[src/logic/hwpcd_pkg.sv]
/*
 Shared constants, enumerations and carrier structs of the hardware pin
 configuration decoder. Assumes a 10 MHz core clock.
*/
`default_nettype none
package hwpcd_pkg;
    localparam int unsigned CLK_PERIOD_NS = 100;
    localparam int unsigned RESET_MIN_NS = 100;
    // Minimum reset time is rounded down, never below one cycle.
    localparam int unsigned RESET_CYC_RAW = RESET_MIN_NS / CLK_PERIOD_NS;
    localparam logic [3:0] RESET_CYCLES = (RESET_CYC_RAW < 1) ? 4'h1 : RESET_CYC_RAW[3:0];
    localparam logic [1:0] MODE_HW = 2'h0;
    localparam logic [1:0] MODE_SERIAL = 2'h1;
    localparam logic [1:0] MODE_PAR_STROBE = 2'h2;
    localparam logic [1:0] MODE_PAR_RDWR = 2'h3;
    localparam logic [1:0] TXSEL_NORMAL = 2'h0;
    localparam logic [1:0] TXSEL_ONES = 2'h1;
    localparam logic [1:0] TXSEL_PRBS = 2'h2;
    localparam logic [1:0] JIT_OFF = 2'h0;
    localparam logic [1:0] JIT_RX_WIDE = 2'h1;
    localparam logic [1:0] JIT_RX_NARROW = 2'h2;
    localparam logic [7:0] FIFO_DEPTH_64 = 8'h40;
    localparam logic [7:0] FIFO_DEPTH_128 = 8'h80;
    localparam logic [5:0] REACH_SHORT_DB = 6'h0a;
    localparam logic [5:0] REACH_LONG_T1_DB = 6'h24;
    localparam logic [5:0] REACH_LONG_E1_DB = 6'h2b;
    localparam logic [7:0] SW_RESET_VAL = 8'h00;

    typedef enum logic [1:0] {
        HWPCD_TXP_NORMAL,
        HWPCD_TXP_ONES,
        HWPCD_TXP_PRBS,
        HWPCD_TXP_OFF
    } hwpcd_txp_t;

    typedef struct packed {
        logic [1:0] mode_sel;
        logic equalizer_reach_sel;
        logic rx_powerdown_pin;
        logic [1:0] tx_pattern_sel;
        logic [1:0] jitter_atten_sel;
        logic e1_mode;
    } hwpcd_pins_t;

    typedef struct packed {
        logic hw_mode;
        logic long_reach;
        logic [5:0] reach_db;
        logic rx_powerdown;
        hwpcd_txp_t tx_pattern;
        logic jit_enable;
        logic jit_in_tx;
        logic jit_narrow;
        logic [7:0] jit_fifo_bits;
    } hwpcd_cfg_t;
endpackage
`default_nettype wire

[src/logic/hwpcd_regfile.sv]
/*
 Small register store reached by the multiplexed address/data bus.
 Assumes the caller decodes cycles; read data come out of a register.
*/
`timescale 1ns/10ps
`default_nettype none
module hwpcd_regfile
    import hwpcd_pkg::*;
(
    input wire logic clock, // core clock
    input wire logic rst_n, // asynchronous reset, active low
    input wire logic [2:0] addr, // word address
    input wire logic [7:0] wdata, // write data
    input wire logic we, // write enable
    output logic [7:0] rdata // registered read data
);
    logic [7:0] mem_reg [8];
    logic [7:0] rdata_reg;
    logic [7:0] rdata_next;

    always_comb
    begin
        rdata_next = mem_reg[addr];
    end

    genvar i;
    generate
        for (i = 0; i < 8; i++)
        begin : g_word
            always_ff @(posedge clock or negedge rst_n)
            begin
                if (!rst_n)
                    mem_reg[i] <= SW_RESET_VAL;
                else if (we && addr == 3'(i))
                    mem_reg[i] <= wdata;
            end
        end
    endgenerate

    always_ff @(posedge clock or negedge rst_n)
    begin
        if (!rst_n)
            rdata_reg <= SW_RESET_VAL;
        else
            rdata_reg <= rdata_next;
    end

    assign rdata = rdata_reg;
endmodule
`default_nettype wire

[src/logic/hwpcd_top.sv]
/*
 Pin-level configuration decoder and multiplexed host bus of a single
 channel line interface. Assumes all pins are synchronous to clock.
*/
// How it works
// - Eight bus pins carry address first, then data, in both parallel styles.
// - Equalizer pin low gives 10 dB short reach; high gives 36/43 dB.
// - Receiver power-down pin 0 runs receiver, 1 powers it down.
// - Pattern select: 00 normal, 01 all ones, 10 PRBS, 11 transmitter off.
// - Jitter select: off, rx wide 64, rx narrow 128, tx narrow 128.
// - Jitter select pins are obeyed only in hardware control mode.
// - Reset low longer than 100 ns puts the device in reset.
// - Mode select: 00 pins, 01 serial, 10 strobe plus direction, 11 strobes.
// - Separate-strobe style drives read data from the edge after read strobe falls to the edge after it rises.
`timescale 1ns/10ps
`default_nettype none
module hwpcd_top
    import hwpcd_pkg::*;
(
    input wire logic clock, // 10 MHz core clock
    input wire logic rst_n, // hardware reset, active low
    input wire hwpcd_pkg::hwpcd_pins_t pins, // strap and mode pins
    input wire logic chip_sel_n, // bus chip select, active low
    input wire logic addr_latch, // address latch / strobe, high latches
    input wire logic data_strobe_n, // data strobe or read strobe, active low
    input wire logic rw_wr_n, // direction (strobe style) or write strobe
    input wire logic [7:0] ad_in, // bus level seen on pins
    output logic [7:0] ad_out, // bus drive value
    output logic ad_oe, // bus drive enable, high drives
    output hwpcd_pkg::hwpcd_cfg_t cfg, // decoded configuration
    output logic in_reset // device held in reset
);
    hwpcd_pins_t pins_reg, pins_next;
    hwpcd_cfg_t cfg_reg, cfg_next;
    logic [3:0] rst_cnt_reg, rst_cnt_next;
    logic in_reset_reg, in_reset_next;
    logic [2:0] addr_reg, addr_next;
    logic [7:0] ad_out_reg, ad_out_next;
    logic ad_oe_reg, ad_oe_next;
    logic strobe_d_reg, strobe_d_next;
    logic [7:0] rf_rdata;
    logic par_mode, read_cyc, write_cyc, strobe_act;

    // Reset acts at once through the asynchronous clear. After release the
    // state stays in reset for RESET_CYCLES + 1 edges, so the straps are sampled
    // cleanly before any decode or bus cycle is honoured.
    always_comb
    begin
        rst_cnt_next = rst_cnt_reg;
        in_reset_next = in_reset_reg;
        if (rst_cnt_reg < RESET_CYCLES)
            rst_cnt_next = rst_cnt_reg + 4'h1;
        else
            in_reset_next = 1'b0;
    end

    always_ff @(posedge clock or negedge rst_n)
    begin
        if (!rst_n)
        begin
            rst_cnt_reg <= 4'h0;
            in_reset_reg <= 1'b1;
        end
        else
        begin
            rst_cnt_reg <= rst_cnt_next;
            in_reset_reg <= in_reset_next;
        end
    end

    // Pin sampling and decode. The straps pass one flop stage before they are
    // decoded, so a strap change shows on cfg two edges later.
    always_comb
    begin
        pins_next = pins;
        cfg_next = cfg_reg;
        cfg_next.hw_mode = (pins_reg.mode_sel == MODE_HW);
        if (pins_reg.mode_sel == MODE_HW)
        begin
            cfg_next.long_reach = pins_reg.equalizer_reach_sel;
            if (!pins_reg.equalizer_reach_sel)
                cfg_next.reach_db = REACH_SHORT_DB;
            else if (pins_reg.e1_mode)
                cfg_next.reach_db = REACH_LONG_E1_DB;
            else
                cfg_next.reach_db = REACH_LONG_T1_DB;
            cfg_next.rx_powerdown = pins_reg.rx_powerdown_pin;
            case (pins_reg.tx_pattern_sel)
                TXSEL_NORMAL: cfg_next.tx_pattern = HWPCD_TXP_NORMAL;
                TXSEL_ONES: cfg_next.tx_pattern = HWPCD_TXP_ONES;
                TXSEL_PRBS: cfg_next.tx_pattern = HWPCD_TXP_PRBS;
                default: cfg_next.tx_pattern = HWPCD_TXP_OFF;
            endcase
            // Wide bandwidth goes with the short FIFO; both narrow settings use the long one.
            case (pins_reg.jitter_atten_sel)
                JIT_OFF:
                begin
                    cfg_next.jit_enable = 1'b0;
                    cfg_next.jit_in_tx = 1'b0;
                    cfg_next.jit_narrow = 1'b0;
                    cfg_next.jit_fifo_bits = 8'h00;
                end
                JIT_RX_WIDE:
                begin
                    cfg_next.jit_enable = 1'b1;
                    cfg_next.jit_in_tx = 1'b0;
                    cfg_next.jit_narrow = 1'b0;
                    cfg_next.jit_fifo_bits = FIFO_DEPTH_64;
                end
                JIT_RX_NARROW:
                begin
                    cfg_next.jit_enable = 1'b1;
                    cfg_next.jit_in_tx = 1'b0;
                    cfg_next.jit_narrow = 1'b1;
                    cfg_next.jit_fifo_bits = FIFO_DEPTH_128;
                end
                default:
                begin
                    cfg_next.jit_enable = 1'b1;
                    cfg_next.jit_in_tx = 1'b1;
                    cfg_next.jit_narrow = 1'b1;
                    cfg_next.jit_fifo_bits = FIFO_DEPTH_128;
                end
            endcase
        end
        else
        begin
            // Software control: the reach, power and pattern fields keep their
            // last strap values, while the jitter stage rests off.
            cfg_next.jit_enable = 1'b0;
            cfg_next.jit_in_tx = 1'b0;
            cfg_next.jit_narrow = 1'b0;
            cfg_next.jit_fifo_bits = 8'h00;
        end
        // Nothing decoded is shown while the device sits in reset.
        if (in_reset_reg)
            cfg_next = '0;
    end

    always_ff @(posedge clock or negedge rst_n)
    begin
        if (!rst_n)
        begin
            // Straps and decoded configuration clear together.
            pins_reg <= '0;
            cfg_reg <= '0;
        end
        else
        begin
            pins_reg <= pins_next;
            cfg_reg <= cfg_next;
        end
    end

    // Multiplexed bus decode. A write is taken on the first edge of its
    // strobe only; strobe_d_reg blocks repeats until the strobe is released.
    always_comb
    begin
        par_mode = pins_reg.mode_sel[1] && !in_reset_reg;
        strobe_act = !chip_sel_n && !data_strobe_n;
        if (pins_reg.mode_sel == MODE_PAR_STROBE)
        begin
            read_cyc = par_mode && strobe_act && rw_wr_n;
            write_cyc = par_mode && strobe_act && !rw_wr_n && !strobe_d_reg;
        end
        else
        begin
            // Separate strobes: read on data_strobe_n, write on rw_wr_n.
            read_cyc = par_mode && strobe_act;
            write_cyc = par_mode && !chip_sel_n && !rw_wr_n && !strobe_d_reg;
        end
    end

    always_comb
    begin
        addr_next = addr_reg;
        // The latch is honoured on every edge while it stays high; the last edge wins.
        if (par_mode && !chip_sel_n && addr_latch)
            addr_next = ad_in[2:0];
        strobe_d_next = write_cyc || (strobe_d_reg && par_mode &&
            !chip_sel_n && (!rw_wr_n || !data_strobe_n));
        // The drive enable is registered, so it lags the read strobe by one edge.
        ad_oe_next = read_cyc;
        // The drive value is cleared whenever the bus is not driven.
        ad_out_next = read_cyc ? rf_rdata : 8'h00;
    end

    always_ff @(posedge clock or negedge rst_n)
    begin
        if (!rst_n)
        begin
            addr_reg <= 3'h0;
            strobe_d_reg <= 1'b0;
            ad_oe_reg <= 1'b0;
            ad_out_reg <= 8'h00;
        end
        else
        begin
            addr_reg <= addr_next;
            strobe_d_reg <= strobe_d_next;
            ad_oe_reg <= ad_oe_next;
            ad_out_reg <= ad_out_next;
        end
    end

    // The store sees the address as it is being latched, so its registered
    // read data already hold the latched word when the read strobe arrives.
    hwpcd_regfile u_regfile (
        .clock(clock),
        .rst_n(rst_n),
        .addr(addr_next),
        .wdata(ad_in),
        .we(write_cyc),
        .rdata(rf_rdata)
    );

    // Every output comes straight from its flop.
    assign ad_out = ad_out_reg;
    assign ad_oe = ad_oe_reg;
    assign cfg = cfg_reg;
    assign in_reset = in_reset_reg;
endmodule
`default_nettype wire

[config.mk]
export PLATFORM = sky130hd
export DESIGN_NAME = hwpcd_top
export DESIGN_NICKNAME = d
export VERILOG_FILES = /design/src/logic/hwpcd_pkg.sv /design/src/logic/hwpcd_regfile.sv /design/src/logic/hwpcd_top.sv
export SDC_FILE = /design/constraint.sdc
export NUM_CORES = 1
export LEC_CHECK = 0
export ABC_CLOCK_PERIOD_IN_PS = 2920
export BUFFER_PORTS_ARGS = -buffer_cell sky130_fd_sc_hd__buf_2
export CAP_MARGIN = 20
export CORE_MARGIN = 5
export CORE_UTILIZATION = 50
export CTS_CLUSTER_SIZE = 12
export DETAILED_ROUTE_END_ITERATION = 12
export PLACE_DENSITY_LB_ADDON = 0.08
export SLEW_MARGIN = 20
export SYNTH_ARGS = -nofsm -noshare
export SYNTH_HDL_FRONTEND = slang
export SYNTH_SLANG_ARGS = --single-unit
[constraint.sdc]
create_clock -name clock -period 2.92 [get_ports clock]
set_input_delay 0.146 -clock clock [delete_from_list [all_inputs] [get_ports clock]]
set_output_delay 0.146 -clock clock [all_outputs]
set_load 0.01 [all_outputs]
## After elaboration in Yosys (flattened, before gate mapping)

Index checks and enable logic that the tools add are counted.

| storage, ports and cells | value |
|---|---|
| output and inout port bits | 32 |
| bits in registers | 121 |
| input bits | 23 |

| operators by class | value |
|---|---|
| multiplexer cells | 14 |
| magnitude comparators | 2 |
| eq/ne operators | 12 |
| reduce and logical (&&, ||, !) cells | 33 |
| bitwise logic cells | 1 |
| add/subtract/negate cells | 1 |

Operators by type and width:

| cell | count |
|---|---|
| 11-bit case mux with 3 select lines | 1 |
| 8-bit binary-select mux with 3-bit select | 1 |
| 8-bit 2-to-1 mux | 3 |
| 22-bit 2-to-1 mux | 1 |
| 1-bit logical AND | 21 |
| 3-bit == test, second input constant | 4 |
| 11-bit 2-to-1 mux | 1 |
| 10-bit 2-to-1 mux | 1 |
| 2-bit == test, second input constant | 3 |
| 3-bit by 2-bit == test with 1-bit output, second input constant | 2 |
| 2-bit logical NOT | 3 |
| 6-bit 2-to-1 mux | 1 |
| 2-bit case mux with 3 select lines | 1 |
| 1-bit logical NOT | 5 |
| 4-bit by 1-bit adder with 4-bit output, second input constant | 1 |
| 2-bit by 1-bit == test with 1-bit output, second input constant | 2 |
| 4-bit greater-or-equal comparator, second input constant | 1 |
| 4-bit by 1-bit < comparator with 1-bit output, second input constant | 1 |
| 4-bit 2-to-1 mux | 1 |
| 3-bit inverter with 4-bit output | 1 |
| 3-bit by 1-bit == test with 1-bit output, second input constant | 1 |
| 3-bit logical NOT | 1 |
| 3-bit 2-to-1 mux | 1 |
| 1-bit logical OR | 2 |
| 2 further kinds | 3 |

## Longest topological paths before layout

Gate-level depths: netlist (run 1).

| logic depth | value |
|---|---|
| depth in word-level cells | 9 |
| mapped depth | 7 |

## Hierarchy

From an unflattened synthesis (run 1), not the netlist that was laid out.

| unflattened totals | value |
|---|---|
| cell total of the unflattened synthesis | 325 |
| area total of the unflattened synthesis | 4732.0 µm² |

By module, submodules not included:

| module | cells each | instances | sequential area each (µm²) | area an instance (µm²) |
|---|---|---|---|---|
| hwpcd_regfile | 212 | 1 | 1801.7 | 3281.9 |
| hwpcd_top | 113 | 1 | 977.2 | 1450.1 |

## Worst setup path before layout (run 1)

OpenSTA, ideal clock, no wires.

| path | value |
|---|---|
| kind | register to register |
| from | register in_reset_reg (netlist: in_reset) |
| to | register u_regfile.mem_reg[42] in the netlist's numbering |
| arrival time | 2.365 ns |
| clock period less this slack | 2.490 ns |
| required time | 2.795 ns |
| slack | 0.430 ns |
| cell stages (with the launch flop) | 8 |
| path through | dfstp_2 -> nand4bb_1 -> buf_2 -> mux2i_4 -> inv_2 -> buf_2 -> nor4_4 -> mux2_2 |

| on the way | value |
|---|---|
| cells in the longest elaborated chain, start to end | 7 |
| elaborated cells between the ends (all ways) | 13 |

RTL lines:

| element | RTL line | RTL |
|---|---|---|
| start: declaration | hwpcd_top.sv:36 | `logic in_reset_reg, in_reset_next;` |
| start signal: assignment | hwpcd_top.sv:67 | `in_reset_reg <= in_reset_next;` |
| 1-bit logical NOT | hwpcd_top.sv:159 | `par_mode = pins_reg.mode_sel[1] && !in_reset_reg;` |
| 1-bit logical AND | hwpcd_top.sv:159 |  |
| 1-bit logical AND (2 in series) | hwpcd_top.sv:178 | `if (par_mode && !chip_sel_n && addr_latch)` |
| 3-bit 2-to-1 mux | hwpcd_top.sv:178 |  |
| named net addr_next[2] | hwpcd_top.sv:37 | `logic [2:0] addr_reg, addr_next;` |
| 3-bit by 2-bit == test with 1-bit output | hwpcd_regfile.sv:34 | `else if (we && addr == 3'(i))` |
| 1-bit logical AND | hwpcd_regfile.sv:34 |  |
| end signal: indexed assignment | hwpcd_regfile.sv:35 | `mem_reg[i] <= wdata;` |
| end: declaration | hwpcd_regfile.sv:17 | `logic [7:0] mem_reg [8];` |

The timed path passes the listed nets, and every way through them passes these cells.
A chain may end at the register's enable or synchronous reset.

## Worst setup path in the final report (run 1)

| path | value |
|---|---|
| from | register pins_reg[8] in the netlist's numbering |
| to | register u_regfile.mem_reg[6] in the netlist's numbering |

| on the way | value |
|---|---|
| cells in the longest elaborated chain, start to end | 6 |
| elaborated cells between the ends (all ways) | 13 |

RTL lines:

| element | RTL line | RTL |
|---|---|---|
| start: declaration | hwpcd_top.sv:33 | `hwpcd_pins_t pins_reg, pins_next;` |
| start signal: assignment | hwpcd_top.sv:150 | `pins_reg <= pins_next;` |
| 1-bit logical AND | hwpcd_top.sv:159 |  |
| 1-bit logical AND, on equally long branches | hwpcd_top.sv:170, hwpcd_top.sv:178, hwpcd_top.sv:164 |  |
| 1-bit logical AND, on equally long branches | hwpcd_top.sv:178, hwpcd_top.sv:164, hwpcd_top.sv:170 |  |
| 3-bit 2-to-1 mux (tied with other cells) | hwpcd_top.sv:178 |  |
| 3-bit == test or 1-bit 2-to-1 mux (tied branches) | hwpcd_regfile.sv:34, hwpcd_top.sv:161 |  |
| 1-bit logical AND (*) | hwpcd_regfile.sv:34 |  |

Mark *: on every way between the ends. The rest lies on a longest branch, timed or not.

==> impl_metrics.yaml, run 1 <==
placed_design:
  port_buffers: 47
  dp_hpwl_mm: 7.36
  gp_congestion: 0.762
power_and_ir_drop:
  switching_share: 0.297
  pwr-share-comb: 0.229
  power_leakage_nw: 2.66
  clkPwrFrac: 0.250
  seq_power_share: 0.521
  vdd_drop_max_mv: 0.332
  p_per_area_nw_per_um2: 701
  net-switching-power_mw: 1.22
  internal_power_mw: 2.89
sta:
  setup_viol: 0
  report.final.hold_viol_count: 0
  worst_slew_pin_slew_ns: 0.767
  finalMaxSlewViolations: 0
  fin_crit_sh: 0.955
  whs_ns: 0.0964
  relSlewSlack: 0.489
  setup-tns-final_ns: 0
  max_freq_ghz: 0.359
  rsz0062_at_grt: "false"
  period_minus_slack_ns: 2.79
  finClkSkew_ns: 0.0121
drt:
  via_per_inst: 5.58
  drt_iter0_drc: 194
  ant_nets: 0
  num_vias: 3506
  drc_errors: 0
  drt_pass1_iterations: 5
  totalWireLength_mm: 11.4
  wl_per_cell_um: 18.2
grt:
  grt.total_usage: 0.189
  first_global_vias: 3350
  grt_antenna_before_repair: 0
  grt_max_degree: 60
  grt_pass1_wl_mm: 18.4
  grt-ovfl-total: 0
cts:
  htreeDepth: 3
  numCtsBuffers: 9
  clock_sinks: 111
  clockBufferDepth: 2
  tritoncts: "built"
  path_clk_slew_ns: 0.10
  clock-root-buffer: "clkbuf_8"
  worstSkewPairLatency_ns: 0.37
  cts_resized: 0
logic_synthesis:
  yosys_warnings: 0
  synth.yosys.seq_area_share: 0.545
  async_flop_share: 1.00
  synthDistinctLibCells: 40
  synth_area_um2: 5100
  synth_edf_count: 0
  netlist_instances: 427
  yosys_most_used_dff: "dfrtp_1"
  syn_area_per_cell_um2: 11.9
  ys_ff_latch: 111
worst_setup_path:
  cp.buffers_inverters: 0
  crit_family: "simple AND/OR/NAND/NOR gates"
  path_max_fanout: 12
  worstSetupEndpointType: "register"
  cp-start-kind: "register"
  path_cells: "or3b_4 > a2111o_1 > nor4_4 > mux2_2"
  cp_slowest_cell: "a2111o_1"
  slowest_delay_ns: 0.68
  cp.required_ns: 3.19
  cp.arrival_ns: 3.05
  worstSetupPathType: "reg2reg"
floorplan:
  die_x_um: 111
  placeableCoreArea_um2: 9860
  std_cell_rows: 36
  die-area_um2: 12300
  ios: 55
  die_h_um: 111
  initial_utilization: 0.517
cells_and_area:
  final_common_cell: "dfrtp_1"
  seq_area_um2: 2780
  largest_register_ff_count: 64
  drive_gt1_frac: 0.331
  diodes: 0
  area_growth_pct: 15.3
  n_fill_cell: 806
  nets: 515
  multiInputGateArea_um2: 2150
  layout_common_cells: "110 x dfrtp_1, 63 x mux2_2, 46 x buf_2, 40 x nand2_1, 39 x a21oi_1"
hold_path:
  hp-class: "in2reg"
run:
  drv_cap: 0
outcome:
  status: "completed"
-- worst paths after layout --
check / from / slack [ns] / cells past startpoint / end
worst max-delay path: pins_reg[8] / 0.13 / 4 / u_regfile.mem_reg[6]
worst min-delay path: chip_sel_n / 0.1 / 3 / strobe_d_reg
worst max register to register: pins_reg[8] / 0.13 / 4 / u_regfile.mem_reg[6]
worst min register to register: rst_cnt_reg[3] / 0.41 / 0 / rst_cnt_reg[3]
max in group asynchronous: rst_n / 1.79 / 3 / in_reset
min in group asynchronous: rst_n / 0.34 / 2 / cfg[21]
-- area by class of cell --
type                    count  area share
flip-flops and latches    111       0.473
multi-input cells         282       0.365
repair buffers             79      0.0898
well taps                 133      0.0283
clock buffers              10      0.0234
clock inverters             6      0.0160
inverters                   7     0.00447
-- power by group through the flow --
stage          sequential (mW)  combinational, mW  clock (mW)
2_1_floorplan             2.10              0.688           0
3_3_place_gp              2.16              0.912           0
3_5_place_dp              2.17              0.935           0
4_1_cts                   2.14              0.948        1.06
5_1_grt                   2.19               1.04        1.11
6_report                  2.14              0.943        1.03
-- per-layer routing --
| metal | global-route usage | up-vias | part of all wire | wire length [um] |
|---|---|---|---|---|
| li1 | - | 1625 | - | - |
| met5 | 0 | - | 0 | 0 |
| met3 | 0.0224 | 12 | 0.042 | 476 |
| met2 | 0.286 | 89 | 0.46 | 5300 |
| met1 | 0.282 | 1780 | 0.48 | 5450 |
| met4 | 0.0632 | 0 | 0.015 | 172 |
-- cell families after synthesis --
family / share of synthesized area
muxes: 0.160
other: 0.000736
xor gates and xnor gates: 0.00172
AOI/OAI and AO/OA: 0.110
DFF: 0.545
buffers and inverters: 0.0390
adders and majority gates: 0.00491
and+or+nand+nor: 0.138
-- synthesized netlist by cell type (2+ instances only) --
library cell	count	area, um^2
a211oi_1	2	15.0
a21oi_1	39	195
a221oi_1	16	140
a22oi_1	8	60.1
and2_1	10	62.6
buf_1	2	7.51
buf_2	3	15.0
buf_4	10	75.1
clkbuf_1	17	63.8
dfrtp_1	110	2750
ha_1	2	25.0
inv_1	4	15.0
inv_2	2	7.51
mux2_1	2	22.5
mux2_2	63	709
mux2i_1	4	40.0
mux2i_4	2	45.0
nand2_1	40	150
nand2b_1	36	225
nor2_1	5	18.8
nor4_4	8	170
o21ai_0	24	120
-- through the flow --
step | setup slack, ns | total power [mW] | std cells | utilization | cell area [um^2]
floorplan | 0.430 | 2.79 | 433 | - | 5120
global placement | 0.0403 | 3.08 | 600 | 0.561 | 5530
detailed placement | 0.0222 | 3.11 | 600 | 0.561 | 5530
CTS | 0.124 | 4.15 | 628 | 0.596 | 5880
global route | 0.0460 | 4.34 | 628 | 0.596 | 5880
finish | 0.133 | 4.12 | 628 | 0.596 | 5880
-- worst reg2reg max path, cell delays in order (launching register included) --
cell and delay [ns]:
dfrtp_1 0.52, or3b_4 0.43, a2111o_1 0.68, nor4_4 0.65, mux2_2 0.41
-- timing repair --
action | in CTS | in global routing
setup buffers | 2 | 0
hold endpoints to repair | 61 | 0
hold buffers | 10 | 0
endpoints found under the setup margin | 1 | 0
No activity file was read; power rests on OpenSTA's default activity.
==> inputs of run 2 (changes only) <==
--- a/config.mk
+++ b/config.mk
@@ -8,6 +8,7 @@
 export ABC_CLOCK_PERIOD_IN_PS = 2920
 export BUFFER_PORTS_ARGS = -buffer_cell sky130_fd_sc_hd__buf_2
 export CAP_MARGIN = 20
+export CORE_ASPECT_RATIO = 1.5
 export CORE_MARGIN = 5
 export CORE_UTILIZATION = 50
 export CTS_CLUSTER_SIZE = 12
==> run 2 against run 1 <==
  * Fmax up 5.8%
  * Clock-buffer cell count up 1
  * Setup slack better by 0.15 ns
  * Wire length up 0.34%
  * Hold slack better by 0.013 ns
  * Register-to-register slack better by 0.15 ns
  * Critical path type unchanged
  * Critical endpoint is now u_regfile.mem_reg[27]
  * Highest routed layer unchanged
==> impl_metrics.yaml, run 2 (synthesized netlist as in run 1, its figures left out) <==
outcome:
  status: "completed"
drt:
  drc_errors: 0
  num_vias: 3463
  totalWireLength_mm: 11.4
  ant_nets: 0
  wl_per_cell_um: 18.7
  via_per_inst: 5.67
  drt_iter0_drc: 163
  drt_pass1_iterations: 4
cells_and_area:
  layout_common_cells: "110 x dfrtp_1, 63 x mux2_2, 46 x buf_2, 40 x nand2_1, 39 x a21oi_1"
  diodes: 0
  instances_no_fill: 611
  nets: 514
  final_common_cell: "dfrtp_1"
  largest_register_ff_count: 64
  drive_gt1_frac: 0.328
  n_fill_cell: 845
  area_growth_pct: 16.1
power_and_ir_drop:
  power_mw: 4.32
  switching_share: 0.289
  vdd_drop_max_mv: 0.351
  p_per_area_nw_per_um2: 730
  pwr-share-comb: 0.216
  internal_power_mw: 3.07
  seq_power_share: 0.499
  power_leakage_nw: 2.68
  clkPwrFrac: 0.285
  net-switching-power_mw: 1.25
grt:
  grt-ovfl-total: 0
  grt_antenna_before_repair: 0
  grt_pass1_wl_mm: 18.6
  grt_max_degree: 60
  first_global_vias: 3569
  grt.total_usage: 0.196
worst_setup_path:
  worstSetupEndpointType: "register"
  cp.buffers_inverters: 4
  reg2reg_slack_ns: 0.29
  path_max_fanout: 23
  cp.required_ns: 3.15
  crit_family: "buffers and inverters"
  cp.arrival_ns: 2.87
  slowest_delay_ns: 0.65
  rr_worst_depth: 8
  timing.rr.start: "in_reset"
  path_cells: "nand4bb_1 > buf_12 > mux2i_1 > clkinv_1 > buf_4 > nor4_4 > buf_4 > mux2_2"
  reg2reg_to: "u_regfile.mem_reg[27]"
  crit_top_cell: "buf_4"
  critPathCapture: "u_regfile.mem_reg[27]"
  cp_slowest_cell: "dfstp_2"
  cp-start-kind: "register"
  critPathLaunch: "in_reset"
  worst-path-stages: 8
  worstSetupPathType: "reg2reg"
sta:
  max_freq_ghz: 0.380
  setup_viol: 0
  period_minus_slack_ns: 2.63
  finalMaxSlewViolations: 0
  finClkSkew_ns: 0.00694
  relSlewSlack: 0.280
  fin_crit_sh: 0.902
  setup-tns-final_ns: 0
  fin_ws_ns: 0.285
  whs_ns: 0.109
  worst_slew_pin_slew_ns: 1.05
  report.final.hold_viol_count: 0
  rsz0062_at_grt: "false"
placed_design:
  gp_congestion: 0.823
  port_buffers: 47
  dp_slack_ns: 0.294
  place_inst: 585
  dp_hpwl_mm: 7.91
cts:
  worstSkewPairLatency_ns: 0.35
  numCtsBuffers: 9
  clock_sinks: 111
  hold_buffers: 10
  cts_setup_buffers: 0
  tritoncts: "built"
  cts_resized: 0
  clock-root-buffer: "clkbuf_16"
  htreeDepth: 3
  clockBufferDepth: 2
  path_clk_slew_ns: 0.07
floorplan:
  die_x_um: 92.4
  initial_utilization: 0.506
  placeableCoreArea_um2: 10100
  std_cell_rows: 45
  die_h_um: 134
  die-area_um2: 12400
  ios: 55
hold_path:
  hp-class: "in2reg"
run:
  drv_cap: 0
[run 2: cell count changes in the layout (fill, tap and decap cells not counted), sizes merged]
cell / previous run / this run
inv: 6 / 7
buf: 69 / 68
clkbuf: 10 / 11
bufinv: 2 / 1
clkinv: 4 / 3
[run 2: worst min path at each step]
stage,depth (start not counted),endpoint,start
global route,3,strobe_d_reg,chip_sel_n
global placement,1,ad_out[4],rst_n
detailed placement,1,pins_reg[5],pins[5]
floorplan,0,ad_oe,rst_n
finish,3,strobe_d_reg,chip_sel_n
CTS,3,strobe_d_reg,chip_sel_n
[run 2: worst register-to-register path: stages (launching register included)]
cell	delay (ns)
dfstp_2	0.65
nand4bb_1	0.22
buf_12	0.21
mux2i_1	0.27
clkinv_1	0.09
buf_4	0.21
nor4_4	0.33
buf_4	0.20
mux2_2	0.34
[run 2: cell type report]
| class | count | area, um^2 | share of cell area |
|---|---|---|---|
| Clock buffer | 11 | 243 | 0.0410 |
| Clock inverter | 5 | 56.3 | 0.00951 |
| Inverter | 7 | 26.3 | 0.00444 |
| Multi-Input combinational cell | 282 | 2150 | 0.363 |
| Sequential cell | 111 | 2780 | 0.470 |
| Tap cell | 117 | 146 | 0.0247 |
| Timing Repair Buffer | 78 | 520 | 0.0879 |
[run 2: power groups by stage]
stage	clock, mW	sequential (mW)	combinational (mW)
2_1_floorplan	0	2.10	0.688
3_3_place_gp	0	2.17	0.905
3_5_place_dp	0	2.19	0.925
4_1_cts	1.26	2.15	0.940
5_1_grt	1.33	2.20	1.02
6_report	1.23	2.16	0.931
[run 2: per-stage QoR]
step,utilization,instance area [um^2]
after global placement,0.548,5520
after floorplan,-,5120
after detailed placement,0.548,5520
final,0.587,5920
after CTS,0.587,5920
after global routing,0.587,5920
[run 2: per-layer routing]
| layer | part of all wire | track usage | routed length (um) | up-vias |
|---|---|---|---|---|
| met5 | 0 | 0 | 0 | - |
| met4 | 0.022 | 0.0694 | 257 | 0 |
| met3 | 0.041 | 0.0418 | 464 | 18 |
| met2 | 0.51 | 0.322 | 5790 | 88 |
| met1 | 0.43 | 0.254 | 4930 | 1744 |
| li1 | - | - | - | 1613 |
